`config.mk`:
```
export PLATFORM = sky130hd
export DESIGN_NAME = ptc_timer
export DESIGN_NICKNAME = d
export VERILOG_FILES = /design/src/ptc_pkg.sv /design/src/ptc_tick_if.sv /design/src/ptc_prescaler.sv /design/src/ptc_timer.sv
export SDC_FILE = /design/constraint.sdc
export NUM_CORES = 1
export LEC_CHECK = 0
export BUFFER_PORTS_ARGS = -buffer_cell sky130_fd_sc_hd__buf_2
export CAP_MARGIN = 20
export CORE_MARGIN = 3
export CORE_UTILIZATION = 30
export DETAILED_ROUTE_END_ITERATION = 12
export PLACE_DENSITY = 0.58
export SYNTH_ARGS = -nofsm -noshare
export SYNTH_HDL_FRONTEND = slang
export SYNTH_HIERARCHICAL = 1
export SYNTH_SLANG_ARGS = --single-unit
```
`constraint.sdc`:
```
create_clock -name clk -period 2.6 [get_ports clk]
set_input_delay 0.26 -clock clk [delete_from_list [all_inputs] [get_ports clk]]
set_output_delay 0.26 -clock clk [all_outputs]
set_load 0.02 [all_outputs]
```
`src/ptc_pkg.sv`:
```
// package of constants and types for the period timer counter
package ptc_pkg;
   // ---------------------------------------------------------------
   // control word layout
   // ---------------------------------------------------------------
   localparam int CTRL_W          = 16;       // control word width
   localparam int CNT_W           = 16;       // counter width
   localparam int BIT_TIMER_ON    = 15;       // timer on
   localparam int BIT_STOP_IDLE   = 13;       // stop in idle
   localparam int BIT_GATE_ACC    = 6;        // gate accumulate enable
   localparam int BIT_PRESC_HI    = 5;        // prescale select msb
   localparam int BIT_PRESC_LO    = 4;        // prescale select lsb
   localparam int BIT_EXT_SYNC    = 2;        // external sync select
   localparam int BIT_CLK_SRC     = 1;        // clock source select
   localparam logic [15:0] CTRL_RESET   = 16'h0000; // control after reset
   localparam logic [15:0] PERIOD_RESET = 16'hFFFF; // period after reset
   localparam logic [15:0] COUNT_RESET  = 16'h0000; // count after reset
   localparam logic [7:0]  PRESC_RESET  = 8'h00;    // prescaler after reset
   // ---------------------------------------------------------------
   // prescale terminal counts (ratio minus one)
   // ---------------------------------------------------------------
   localparam logic [7:0] PRESC_TC_1   = 8'h00;
   localparam logic [7:0] PRESC_TC_8   = 8'h07;
   localparam logic [7:0] PRESC_TC_64  = 8'h3F;
   localparam logic [7:0] PRESC_TC_256 = 8'hFF;
   // clock source mode, gray coded
   typedef enum logic [1:0] {
      PTC_MODE_TIMER = 2'b00,
      PTC_MODE_SYNC  = 2'b01,
      PTC_MODE_ASYNC = 2'b11
   } ptc_mode_t;
endpackage

```
`src/ptc_tick_if.sv`:
```
// interface carrying the count tick from the prescaler to the counter
`timescale 1ns/1ns
`default_nettype none
interface ptc_tick_if;
   logic tick;    // one-cycle count enable
   logic clear;   // prescaler clear request
   modport src  (output tick, input clear);
   modport sink (input tick, output clear);
endinterface
`default_nettype wire

```
`src/ptc_prescaler.sv`:
```
// prescaler dividing the raw count event by 1, 8, 64 or 256
`timescale 1ns/1ns
`default_nettype none
module ptc_prescaler
   import ptc_pkg::*;
(
   input  wire logic       clk,
   input  wire logic       rst,
   input  wire logic       rawEvent,
   input  wire logic [1:0] presc,
   ptc_tick_if.src         tk
);
   // ---------------------------------------------------------------
   // divider
   // ---------------------------------------------------------------
   logic [7:0] cnt;   // prescaler count
   logic [7:0] tc;    // terminal count for the chosen ratio

   // ratio decode
   function automatic logic [7:0] tcOf(input logic [1:0] s);
      case (s)
         2'b00:   tcOf = PRESC_TC_1;
         2'b01:   tcOf = PRESC_TC_8;
         2'b10:   tcOf = PRESC_TC_64;
         default: tcOf = PRESC_TC_256;
      endcase
   endfunction

   assign tc = tcOf(presc);
   assign tk.tick = rawEvent && (cnt >= tc);

   // divider count, cleared on request or reset
   always_ff @(posedge clk) begin
      if (rst || tk.clear) begin
         cnt <= PRESC_RESET;
      end else if (rawEvent) begin
         cnt <= (cnt >= tc) ? PRESC_RESET : 8'(cnt + 8'h01);
      end
   end
endmodule
`default_nettype wire

```
`src/ptc_timer.sv`:
```
// 16-bit period timer counter with gating, prescale and idle control
//
// Functional notes
// - 16-bit counter, three clocking modes
// - timer mode counts cycles, wraps at period
// - idle halts timer/sync modes if stop set
// - leaving idle resumes from held count
// - sync mode counts synchronised pin rises
// - async mode counts every pin rise
// - async mode halts in idle if stop set
// - flag on match and gate fall
// - counting continues through idle if stop clear, sleep if async
// - mode, gating, prescale from control word
// - gated mode counts only while pin high
// - prescale 1, 8, 64 or 256
// - prescaler cleared by count write, off
// - sleep counting only async external on
`timescale 1ns/1ns
`default_nettype none
module ptc_timer
   import ptc_pkg::*;
(
   input  wire logic [ptc_pkg::CTRL_W-1:0] timerControl,
   input  wire logic                       clk,
   input  wire logic                       rst,
   input  wire logic [ptc_pkg::CNT_W-1:0]  periodValue,
   input  wire logic [ptc_pkg::CNT_W-1:0]  countWriteData,
   input  wire logic                       countWrite,
   input  wire logic                       externalClockGatePin,
   input  wire logic                       cpuIdle,
   input  wire logic                       cpuSleep,
   input  wire logic                       flagClear,
   output logic      [ptc_pkg::CNT_W-1:0]  countValue,
   output logic                            periodMatchFlag,
   output logic                            interruptRequest
);
   import ptc_pkg::*;
   // ---------------------------------------------------------------
   // control decode
   // ---------------------------------------------------------------
   logic       timerOn;      // timer on bit
   logic       stopInIdle;   // stop in idle bit
   logic       gateAcc;      // gate accumulate enable
   logic [1:0] prescSel;     // prescale select
   logic       extSync;      // external sync select
   logic       clkSrc;       // clock source select
   ptc_mode_t  mode;         // decoded clocking mode

   assign timerOn    = timerControl[BIT_TIMER_ON];
   assign stopInIdle = timerControl[BIT_STOP_IDLE];
   assign gateAcc    = timerControl[BIT_GATE_ACC];
   assign prescSel   = timerControl[BIT_PRESC_HI:BIT_PRESC_LO];
   assign extSync    = timerControl[BIT_EXT_SYNC];
   assign clkSrc     = timerControl[BIT_CLK_SRC];

   // mode select from source and sync bits
   always_comb begin
      case ({clkSrc, extSync})
         2'b10:   mode = PTC_MODE_ASYNC;
         2'b11:   mode = PTC_MODE_SYNC;
         default: mode = PTC_MODE_TIMER;
      endcase
   end

   // ---------------------------------------------------------------
   // pin edge detection
   // ---------------------------------------------------------------
   logic pinSync1;   // first sync stage
   logic pinSync2;   // second sync stage
   logic pinLast;    // delayed synced level
   logic pinPrev;    // previous raw level for async edges
   logic syncRise;   // synchronised rising edge
   logic asyncRise;  // unsynchronised rising edge
   logic gateFall;   // falling edge of gate

   // synchroniser and edge history
   always_ff @(posedge clk) begin
      if (rst) begin
         pinSync1 <= 1'b0;
         pinSync2 <= 1'b0;
         pinLast  <= 1'b0;
         pinPrev  <= 1'b0;
      end else begin
         pinSync1 <= externalClockGatePin;
         pinSync2 <= pinSync1;
         pinLast  <= pinSync2;
         pinPrev  <= externalClockGatePin;
      end
   end

   assign syncRise  = pinSync2 && !pinLast;
   assign asyncRise = externalClockGatePin && !pinPrev;
   assign gateFall  = !pinSync2 && pinLast;

   // ---------------------------------------------------------------
   // run qualification
   // ---------------------------------------------------------------
   logic idleHalt;   // counting stopped by idle
   logic sleepOk;    // counting allowed in sleep
   logic runOk;      // counter may advance
   logic rawEvent;   // raw count event before prescale

   // idle halts every mode when stop bit set; resumes on exit
   assign idleHalt = cpuIdle && stopInIdle;
   // in sleep only the async external mode runs
   assign sleepOk  = !cpuSleep || mode == PTC_MODE_ASYNC;
   assign runOk    = timerOn && !idleHalt && sleepOk;

   // source event per mode
   always_comb begin
      case (mode)
         PTC_MODE_TIMER: rawEvent = !gateAcc || pinSync2;
         PTC_MODE_SYNC:  rawEvent = syncRise;
         PTC_MODE_ASYNC: rawEvent = asyncRise;
         default:        rawEvent = 1'b0;
      endcase
   end

   // ---------------------------------------------------------------
   // prescaler
   // ---------------------------------------------------------------
   ptc_tick_if tk ();
   logic       onLast;   // timer on delayed, to see it cleared

   always_ff @(posedge clk) begin
      if (rst) begin
         onLast <= 1'b0;
      end else begin
         onLast <= timerOn;
      end
   end

   // clear on count write or timer on falling
   assign tk.clear = countWrite || (onLast && !timerOn);

   ptc_prescaler ptc_prescaler_i (
      .clk      (clk),
      .rst      (rst),
      .rawEvent (rawEvent && runOk),
      .presc    (prescSel),
      .tk       (tk)
   );

   // ---------------------------------------------------------------
   // counter
   // ---------------------------------------------------------------
   logic wrap;   // count reaches period on this tick

   assign wrap = tk.tick && !countWrite && (countValue == periodValue);

   // count register; writes take priority
   always_ff @(posedge clk) begin
      if (rst) begin
         countValue <= COUNT_RESET;
      end else if (countWrite) begin
         countValue <= countWriteData;
      end else if (wrap) begin
         countValue <= COUNT_RESET;
      end else if (tk.tick) begin
         countValue <= CNT_W'(countValue + 16'h0001);
      end
   end

   // ---------------------------------------------------------------
   // flag
   // ---------------------------------------------------------------
   logic gateEvent;   // gate fall in gated timer mode

   assign gateEvent = gateAcc && timerOn && mode == PTC_MODE_TIMER && gateFall;

   // sticky flag; set wins over clear
   always_ff @(posedge clk) begin
      if (rst) begin
         periodMatchFlag <= 1'b0;
      end else if (wrap || gateEvent) begin
         periodMatchFlag <= 1'b1;
      end else if (flagClear) begin
         periodMatchFlag <= 1'b0;
      end
   end

   assign interruptRequest = periodMatchFlag;
endmodule
`default_nettype wire

```
Word-level counts from Yosys, hierarchy flattened
Index checks and enable logic that the tools add are counted.

storage, ports and cells
  ROM bits = 0
  flip-flop bits (word level) = 29
  RAM bits = 0
  latch bits = 0
  input port bits = 55
  memories kept = 0

operators by class
  $lt $le $gt $ge = 1
  $mul = 0
  muxes and demuxes = 9
  bitwise operators = 0
  add/sub/neg operators = 2
  shifts and indexed selects = 0
  div/mod/pow operators = 0
  reductions and logical operators = 31
  equal/unequal tests = 7

operators by type and width
  kind                     count
  $mux W16                 3
  $pmux W8 S3              1
  $add A16 B1 Y16 const B  1
  $eq A16 B16 Y1           1
  $logic_and A1 B1 Y1      14
  $add A8 B1 Y8 const B    1
  $eq A2 B2 Y1 const B     4
  $ge A8 B8 Y1             1
  $logic_not A1 Y1         8
  $mux W8                  1
  $logic_or A1 B1 Y1       5
  $eq A2 B1 Y1 const B     2
  $logic_not A2 Y1         2
  $pmux W2 S2              1
  $pmux W1 S3              1
  $reduce_bool A3 Y1       1
  $mux W1                  2
  $reduce_bool A2 Y1       1

Depth between registers and ports, before layout
Gate-level depths: netlist of the first run.

  word-level depth = 11
  depth in mapped cells = 13

Cells and area by module
Netlist of the first run, hierarchy kept.

by module, submodules not included
  module         area an instance (um^2)  instances  cells each  sequential area each (um^2)
  ptc_timer      1,391.3                  1          161         420.4
  ptc_prescaler  506.7                    1          52          160.2

Least setup slack after synthesis of the first run
No wires, ideal clock.

  path type = register -> register
  start point = register pinPrev
  end point = register countValue[6] (netlist name)
  arrival time = 2,171 ps
  setup slack = 298 ps
  cell stages (with the launch flop) = 13
  data required time = 2,469 ps
  library setup time = 131 ps
  cells stage by stage = dfxtp_1 > nor4bb_1 > a21oi_1 > a211oi_1 > buf_2 > inv_1 > a21oi_1 > buf_4 > nand2b_1 > or3_4 > o21ai_4 > buf_6 > o22ai_1

on the way
  longest elaborated chain between the ends = 9
  elaborated cells between the ends (all ways) = 10
  classes of those cells = mux (3); reduce/logical (7)

ends and longest elaborated chain
  what                               RTL line             RTL
  start, declared                    ptc_timer.sv:71      logic pinPrev;
  start signal, assigned             ptc_timer.sv:87      pinPrev <= externalClockGatePin;
  $logic_not A1 Y1 (*)               ptc_timer.sv:92      assign asyncRise = externalClockGatePin && !pinPrev;
  $logic_and A1 B1 Y1 (*)            ptc_timer.sv:92
  $pmux W1 S3 (*)                    ptc_timer.sv:111     case (mode)
  $logic_and A1 B1 Y1 (*)            ptc_timer.sv:139     .rawEvent (rawEvent && runOk),
  $logic_and A1 B1 Y1 (*)            ptc_prescaler.sv:30  assign tk.tick = rawEvent && (cnt >= tc);
  via tk.tick                        ptc_tick_if.sv:5     logic tick;
  $logic_and A1 B1 Y1 (2 in series)  ptc_timer.sv:149     assign wrap = tk.tick && !countWrite && (countValue == periodValue);
  $mux W16                           ptc_timer.sv:157     end else if (wrap) begin
  $mux W16                           ptc_timer.sv:155     end else if (countWrite) begin
  end signal, assigned               ptc_timer.sv:156     countValue <= countWriteData;
  end signal, assigned               ptc_timer.sv:160     countValue <= CNT_W'(countValue + 16'h0001);
  end, declared                      ptc_timer.sv:33      output logic [ptc_pkg::CNT_W-1:0] countValue,

Mark *: on every way through the listed nets, which the timed path passes. The rest lies on a longest branch.
A chain may end at the register's enable or synchronous reset.

Final worst setup path of the first run
  start point = register pinSync2
  end point = register countValue[7] (netlist name)

on the way
  longest elaborated chain between the ends = 8
  elaborated cells between the ends (all ways) = 10
  classes of those cells = mux (3); reduce/logical (7)

ends and longest elaborated chain
  what                                                       RTL line                           RTL
  start, declared                                            ptc_timer.sv:69                    logic pinSync2;
  start signal, assigned                                     ptc_timer.sv:85                    pinSync2 <= pinSync1;
  $logic_and A1 B1 Y1 or $logic_or A1 B1 Y1 (tied branches)  ptc_timer.sv:91, ptc_timer.sv:112
  $pmux W1 S3 (*)                                            ptc_timer.sv:111
  $logic_and A1 B1 Y1 (*)                                    ptc_timer.sv:139
  $logic_and A1 B1 Y1 (*)                                    ptc_prescaler.sv:30
  via tk.tick                                                ptc_tick_if.sv:5
  $logic_and A1 B1 Y1 (2 in series)                          ptc_timer.sv:149
  $mux W16                                                   ptc_timer.sv:157
  $mux W16                                                   ptc_timer.sv:155

Marks and branches as above.

==> out/summary.log, run 1 <==
[final_layout] number of fill cells in the layout 637
[global_route] overall fraction of global-route tracks in use 13.5%
[routing] DR vias/cell 4.98
[yosys] number of distinct library cell variants in the gate-level netlist after synthesis 48
[sta] final-report hold violation count 0
[die] Die Wd 85.5 um
[power_and_ir_drop] power density relative to cell area 438 nW/um^2
[clock_network] clock slew at the register clock pins of the worst setup and hold paths 60 ps
[die] placeable core region 6030 sq um
[global_route] busiest layer in global routing met2
[worst_setup_path] biggest fanout along the worst timing path 7
[die] effective utilization at floorplan 31.5%
[outcome] result of the run finished, final reports clean
[global_route] gr ovfl total 0
[sta] Hold Slack 206 ps
[routing] DR DRC count 0
[power_and_ir_drop] Leak 0.000977 uW
[sta] setup repair after global routing missed its margin no
[yosys] fraction of synthesis flops using an asynchronous set or reset pin 0%
[sta] Total Negative Setup Slacks 0 ps
[clock_network] post-CTS sizing 0
[clock_network] Root Buffer Master sky130_fd_sc_hd__clkbuf_8
[sta] max-slew violations 0
[yosys] flip-flop and latch count after synthesis 29
[sta] Max-slew headroom 59.7%
[yosys] post-synth net total 273
[worst_setup_path] critical path type flop to flop
[worst_setup_path] slowest cell on the critical path sky130_fd_sc_hd__or3_4
[global_route] via count of the first global-routing pass 1573
[final_layout] area overhead of the layout relative to synthesis 23.6%
[yosys] cell type with the highest aggregate area in the netlist sky130_fd_sc_hd__dfxtp_1
[yosys] gate count after technology mapping 213
[global_route] antenna violations before repair 0
[final_layout] final core occ 38.9%
[sta] final critical-path setup slack 343 ps
[die] area of the die 7320 sq um
[routing] total wire length after detailed routing 4860 um
[sta] clk_skew 4.60 ps
[worst_setup_path] CP peak stage delay 390 ps
[final_layout] Final nets 334
[routing] number of vias in the routed layout 1737
[worst_setup_path] Worst setup EP type flop
[global_route] met2 GRT Util 20.2%
[die] I/O pin total 73
[worst_setup_path] cell-by-cell listing of the critical path nor2b_1 -> o22ai_1 -> a21oi_1 -> a211oi_2 -> inv_1 -> a21oi_1 -> nand2b_1 -> or3_4 -> o21ai_4 -> buf_4 -> o22ai_1
[global_route] global-route track usage on met1 18.6%
[clock_network] number of buffers inserted for hold repair after clock tree synthesis 0
[worst_setup_path] launching element type of the critical path flop
[yosys] cells taking the most area after synthesis sky130_fd_sc_hd__dfxtp_1 (31%), sky130_fd_sc_hd__xor2_1 (12%), sky130_fd_sc_hd__nor3b_1 (5.9%)
[die] count of standard-cell rows 28
[clock_network] maximum root-to-sink buffer count 2
[clock_network] total clock buffers created by CTS 5
[sta] period utilisation layout 86.8%
[sta] Setup-failing EPs final 0
[final_layout] fraction of final layout cells with drive strength greater than 1 33.2%
[placed_design] count of input and output buffers 63
[worst_setup_path] Buffers & Inverters on Critical Path 2
[global_route] global-route wire length before repair 7770 um
[yosys] Post-Syn Area per Cell 8.91 sq um
[worst_setup_path] data arrival time of the worst path 2410 ps
[hold_path] Hold WC Path Type input pin to flop
[worst_setup_path] required time of the critical path 2750 ps
[sta] fmax 0.443 GHz
[clock_network] number of buffers added for setup after CTS 0
[routing] count of nets left with antenna violations after detail routing 0
[yosys] Yosys warnings 6
[power_and_ir_drop] maximum vdd ir drop 149 uV
[flow_run] max-cap viol count 0
[placed_design] worst slack after detailed placement 166 ps
[worst_setup_path] cell family with most CP delay compound AO/OA/AOI/OAI gates
[yosys] primary flip-flop cell chosen by synthesis mapping sky130_fd_sc_hd__dfxtp_1
[yosys] Synth top area share 30.6%
[sta] shortest period the worst path allows 2260 ps
[routing] iteration count of the initial detailed-routing pass 4
[clock_network] clock sink count 29
[die] die outline height 85.5 um
[yosys] Mapped Area 1900 sq um
[placed_design] weighted congestion at the end of routability-driven global placement 0.779
[yosys] number of synthesized flops with an enable pin 0
[placed_design] detailed placement HPWL 3540 um
[clock_network] clock network latency to the later pin of the worst-skew pair 280 ps
[sta] transition at the pin with the smallest max-transition slack 605 ps
[clock_network] clock tree from TritonCTS built
[global_route] met3 global-route usage 3.27%
[clock_network] level count of the clock H-tree 2
[routing] DRC violation total after the first TritonRoute iteration 47
[routing] average wire per cell in the routed design 13.9 um
[final_layout] number of diodes 0
[yosys] sequential fraction of the synthesis area 30.6%
[global_route] pin count of the biggest net entering global routing 35
[final cells by class]
class                           count  area (sq um)  area share, %
Timing Repair Buffer               67           345           14.7
Inverter                            6          22.5          0.960
Tap cell                           75          93.8           4.00
Clock buffer                        7          86.3           3.68
Sequential cell                    29           581           24.7
Multi-Input combinational cell    165          1220           51.9
[through the flow]
stage	instance area (sq um)	instances	total power, uW
after global placement	2250	342	665
after detailed placement	2250	342	667
after global routing	2350	349	1080
after CTS	2340	349	1050
final	2350	349	1030
after floorplan	1900	213	597
[final timing paths]
kind / slack (ps) / cells past startpoint / to / startpoint
max reg2reg: 340 / 11 / countValue[7]$_SDFFE_PP0P_ / pinSync2$_SDFF_PP0_
min: 210 / 2 / pinPrev$_SDFF_PP0_ / externalClockGatePin
max: 340 / 11 / countValue[7]$_SDFFE_PP0P_ / pinSync2$_SDFF_PP0_
min reg2reg: 460 / 1 / pinSync2$_SDFF_PP0_ / pinPrev$_SDFF_PP0_
[cell usage in the layout (no fill, tap or decap), types with 4 or more instances in the layout]
cell type,n
sky130_fd_sc_hd__nor2b_1,5
sky130_fd_sc_hd__ha_1,5
sky130_fd_sc_hd__inv_1,6
sky130_fd_sc_hd__nor2_1,6
sky130_fd_sc_hd__xor2_1,27
sky130_fd_sc_hd__nand2_1,6
sky130_fd_sc_hd__nand4_1,6
sky130_fd_sc_hd__buf_4,4
sky130_fd_sc_hd__a21oi_1,19
sky130_fd_sc_hd__clkbuf_8,6
sky130_fd_sc_hd__nor3b_1,15
sky130_fd_sc_hd__dfxtp_1,29
sky130_fd_sc_hd__buf_2,63
sky130_fd_sc_hd__nand3_1,8
sky130_fd_sc_hd__nor3_2,8
sky130_fd_sc_hd__xnor2_1,9
sky130_fd_sc_hd__o22ai_1,15
[power by group]
part	switching [uW]	total (uW)	internal, uW	leakage [uW]
clock	162	372	209	0.0000443
sequential	26.9	488	461	0.000237
combinational	87.2	168	81.0	0.000695
[kinds of logic (layout without fill, tap and decap cells)]
kind of cell    count (synthesis)  after routing  share of synthesized area, %
fa+ha+maj                       5              5                          3.30
compound gates                 46             46                          15.7
mux                             1              1                         0.527
xor+xnor                       37             37                          17.5
simple gates                   76             76                          26.9
flops                          29             29                          30.6
buf+inv                        19             80                          5.54
[Yosys cell counts, types with 3 or more instances]
master,count
sky130_fd_sc_hd__dfxtp_1,29
sky130_fd_sc_hd__xor2_1,27
sky130_fd_sc_hd__a21oi_1,19
sky130_fd_sc_hd__nor3b_1,15
sky130_fd_sc_hd__o22ai_1,15
sky130_fd_sc_hd__xnor2_1,9
sky130_fd_sc_hd__nand3_1,8
sky130_fd_sc_hd__nor3_2,8
sky130_fd_sc_hd__clkbuf_1,6
sky130_fd_sc_hd__inv_1,6
sky130_fd_sc_hd__nand2_1,6
sky130_fd_sc_hd__nand4_1,6
sky130_fd_sc_hd__nor2_1,6
sky130_fd_sc_hd__ha_1,5
sky130_fd_sc_hd__nor2b_1,5
sky130_fd_sc_hd__and2_1,3
sky130_fd_sc_hd__nand2b_1,3
[worst register-to-register path: stages, from the launching register on]
cell                       delay (ps)
sky130_fd_sc_hd__dfxtp_1          340
sky130_fd_sc_hd__nor2b_1           60
sky130_fd_sc_hd__o22ai_1          150
sky130_fd_sc_hd__a21oi_1           90
sky130_fd_sc_hd__a211oi_2         230
sky130_fd_sc_hd__inv_1            100
sky130_fd_sc_hd__a21oi_1          170
sky130_fd_sc_hd__nand2b_1          90
sky130_fd_sc_hd__or3_4            390
sky130_fd_sc_hd__o21ai_4          230
sky130_fd_sc_hd__buf_4            200
sky130_fd_sc_hd__o22ai_1           70
[sequential cells by signal (all words and copies together), names as in the netlist]
name,flops
pinSync2,1
pinPrev,1
onLast,1
interruptRequest,1
pinLast,1
countValue,16
ptc_prescaler_i/cnt,8
[routing by layer]
layer / vias up / share of wire (%)
met4: 0 / 1.3
met2: 41 / 45
li1: 894 / -
met3: 7 / 5.8
met1: 795 / 48
met5: - / 0
No activity file was read; power rests on OpenSTA's default activity.
==> run 2: changes to the inputs <==
- REMOVE_ABC_BUFFERS: default -> 1
- clock period: 2.6 -> 2.3 ns (I/O delays scaled with it)
==> out/summary.log, run 2 (synthesis gave the netlist of run 1 again) <==
[routing] DRC violation total after the first TritonRoute iteration 54 [+15%]
[clock_network] clock tree from TritonCTS built
[global_route] via count of the first global-routing pass 1647 [+4.7%]
[clock_network] Root Buffer Master sky130_fd_sc_hd__clkbuf_8
[hold_path] Hold WC Path Type input pin to flop
[placed_design] detailed placement HPWL 3670 um [+3.6%]
[placed_design] count of input and output buffers 63 [unchanged]
[clock_network] total clock buffers created by CTS 5 [unchanged]
[clock_network] clock slew at the register clock pins of the worst setup and hold paths 70 ps [about the same]
[worst_setup_path] Worst setup EP type flop
[global_route] global-route wire length before repair 8080 um [+4.0%]
[sta] shortest period the worst path allows 2140 ps [-117 ps]
[power_and_ir_drop] power density relative to cell area 526 nW/um^2 [+20%]
[sta] Max-slew headroom 62.1% [+2.4 points]
[worst_setup_path] worst reg-to-reg path cell count 10 [-1]
[sta] max-slew violations 0 [unchanged]
[routing] iteration count of the initial detailed-routing pass 3 [-1]
[global_route] pin count of the biggest net entering global routing 34 [-2.9%]
[clock_network] level count of the clock H-tree 2 [unchanged]
[sta] Setup-failing EPs final 0 [unchanged]
[die] area of the die 7320 sq um [unchanged]
[die] count of standard-cell rows 28 [unchanged]
[worst_setup_path] critical path type flop to flop
[hold_path] worst hold path depth 2 [unchanged]
[final_layout] final core occ 40.9% [+2.0 points]
[die] die outline height 85.5 um [unchanged]
[final_layout] Final nets 340 [+1.8%]
[worst_setup_path] biggest fanout along the worst timing path 5 [-2]
[routing] DR DRC count 0 [unchanged]
[global_route] antenna violations before repair 0 [unchanged]
[final_layout] area overhead of the layout relative to synthesis 29.9%
[worst_setup_path] startpoint of the lowest-slack register-to-register path pinPrev$_SDFF_PP0_
[routing] average wire per cell in the routed design 14.0 um [+0.84%]
[final_layout] leading cell type in the layout, fill and taps excluded sky130_fd_sc_hd__buf_2
[sta] final-report hold violation count 0 [unchanged]
[hold_path] Hold EP pinPrev$_SDFF_PP0_
[die] effective utilization at floorplan 31.5% [unchanged]
[final_layout] number of fill cells in the layout 635 [-0.31%]
[global_route] gr ovfl total 0 [unchanged]
[sta] period utilisation layout 93.1% [+6.3 points]
[worst_setup_path] reg-to-reg slack, setup 160 ps [-180 ps]
[sta] setup repair after global routing missed its margin yes
[worst_setup_path] data arrival time of the worst path 2290 ps [-120 ps]
[routing] DR vias/cell 4.97 [-0.22%]
[flow_run] max-cap viol count 0 [unchanged]
[die] I/O pin total 73 [unchanged]
[final_layout] fraction of final layout cells with drive strength greater than 1 35.9% [+2.7 points]
[sta] clk_skew 7.29 ps [+2.69 ps]
[routing] number of vias in the routed layout 1768 [+1.8%]
[clock_network] clock network latency to the later pin of the worst-skew pair 280 ps [about the same]
[clock_network] clock sink count 29 [unchanged]
[routing] total wire length after detailed routing 5000 um [+2.9%]
[final_layout] number of diodes 0 [unchanged]
[sta] transition at the pin with the smallest max-transition slack 569 ps [-36.2 ps]
[clock_network] maximum root-to-sink buffer count 2 [unchanged]
[power_and_ir_drop] maximum vdd ir drop 300 uV [+100%]
[final_layout] top library cells by usage in the layout, fill and taps aside sky130_fd_sc_hd__buf_2 (63), sky130_fd_sc_hd__dfxtp_1 (28), sky130_fd_sc_hd__xor2_1 (27)
[final_layout] largest registers countValue: 16 flops, ptc_prescaler_i/cnt: 8 flops
[sta] fmax 0.467 GHz [+5.4%]
[global_route] overall fraction of global-route tracks in use 14.0% [+0.45 points]
[routing] count of nets left with antenna violations after detail routing 0 [unchanged]
[worst_setup_path] launching element type of the critical path flop
[final_layout] Layout Cells excl Fill 356 [+2.0%]
[worst_setup_path] required time of the critical path 2450 ps [-300 ps]
[outcome] result of the run finished, final reports clean
[die] placeable core region 6030 sq um [unchanged]
[placed_design] placed insts 344 [+0.58%]
[hold_path] startpoint of the most critical hold path externalClockGatePin
[worst_setup_path] worst flop-to-flop path endpoint countValue[0]$_SDFFE_PP0P_
[clock_network] number of buffers inserted for hold repair after clock tree synthesis 0 [unchanged]
[final_layout] area of all sequential standard cells 582 sq um [+0.22%]
[final_layout] Top reg by flops countValue
[die] Die Wd 85.5 um [unchanged]
[placed_design] weighted congestion at the end of routability-driven global placement 0.801 [+2.8%]
[power_and_ir_drop] Leak 0.00104 uW [+6.3%]
[sta] Total Negative Setup Slacks 0 ps [unchanged]
[final_layout] multi-input combinational cell area 1230 sq um [+0.82%]
[final_layout] flip-flop count of the largest register, all copies and words added 16 [unchanged]
==> run 2: cell type report <==
type	count	share of cell area [%]
Inverter	6	0.913
Clock inverter	1	1.22
Sequential cell	29	23.6
Tap cell	75	3.81
Timing Repair Buffer	73	17.2
Multi-Input combinational cell	165	49.8
Clock buffer	7	3.50
==> run 2: repair_timing <==
action                                  in CTS  in global routing
endpoints found under the setup margin      16                 16
resized for setup                            1                  4
buffers inserted                             0                  3
cloned                                       0                  1
pin swaps                                    0                  4
==> run 2: where the power goes <==
part	switching (uW)	internal, uW	total, uW
combinational	100	96.2	196
sequential	30.2	521	552
clock	196	353	549
total	327	971	1300
==> run 2: how the worst max path moves through the flow <==
stage                                  start                     endpoint  slack, ps  depth (start not counted)
after floorplan           pinPrev$_SDFF_PP0_  countValue[12]$_SDFFE_PP0P_       -910                          9
after global placement       timerControl[6]  countValue[12]$_SDFFE_PP0P_        -40                         12
after detailed placement     timerControl[6]  countValue[13]$_SDFFE_PP0P_        -90                         12
after CTS                 pinPrev$_SDFF_PP0_  countValue[13]$_SDFFE_PP0P_         40                         10
after global routing      pinPrev$_SDFF_PP0_   countValue[0]$_SDFFE_PP0P_         -5                         10
final                     pinPrev$_SDFF_PP0_   countValue[0]$_SDFFE_PP0P_        160                         10
==> run 2: per-stage QoR <==
step           total power, uW  hold WS (ps)  area [sq um]  worst slack, ps
6_report                  1300           179          2470              159
5_1_grt                   1370           162          2470            -4.60
3_5_place_dp               756           461          2280            -86.4
2_1_floorplan              659           297          1820             -915
4_1_cts                   1310           172          2400             35.7
3_3_place_gp               754           455          2280            -40.1
==> run 2: critical path, cell delays in order (launching register included) <==
cell	delay (ps)
sky130_fd_sc_hd__dfxtp_2	320
sky130_fd_sc_hd__nor4bb_2	250
sky130_fd_sc_hd__a21oi_1	80
sky130_fd_sc_hd__a211oi_2	200
sky130_fd_sc_hd__inv_1	100
sky130_fd_sc_hd__a21oi_2	140
sky130_fd_sc_hd__nand2b_1	80
sky130_fd_sc_hd__or3_4	350
sky130_fd_sc_hd__o21ai_4	230
sky130_fd_sc_hd__clkbuf_16	190
sky130_fd_sc_hd__o22ai_1	60
==> run 2: per-layer routing <==
| layer | track usage (%) | vias to the layer above | share of wire [%] |
|---|---|---|---|
| met2 | 21.8 | 30 | 48 |
| met3 | 3.65 | 9 | 3.8 |
| met4 | 5.61 | 0 | 1.9 |
| met5 | 0 | - | 0 |
| met1 | 18.4 | 820 | 47 |
| li1 | - | 909 | - |
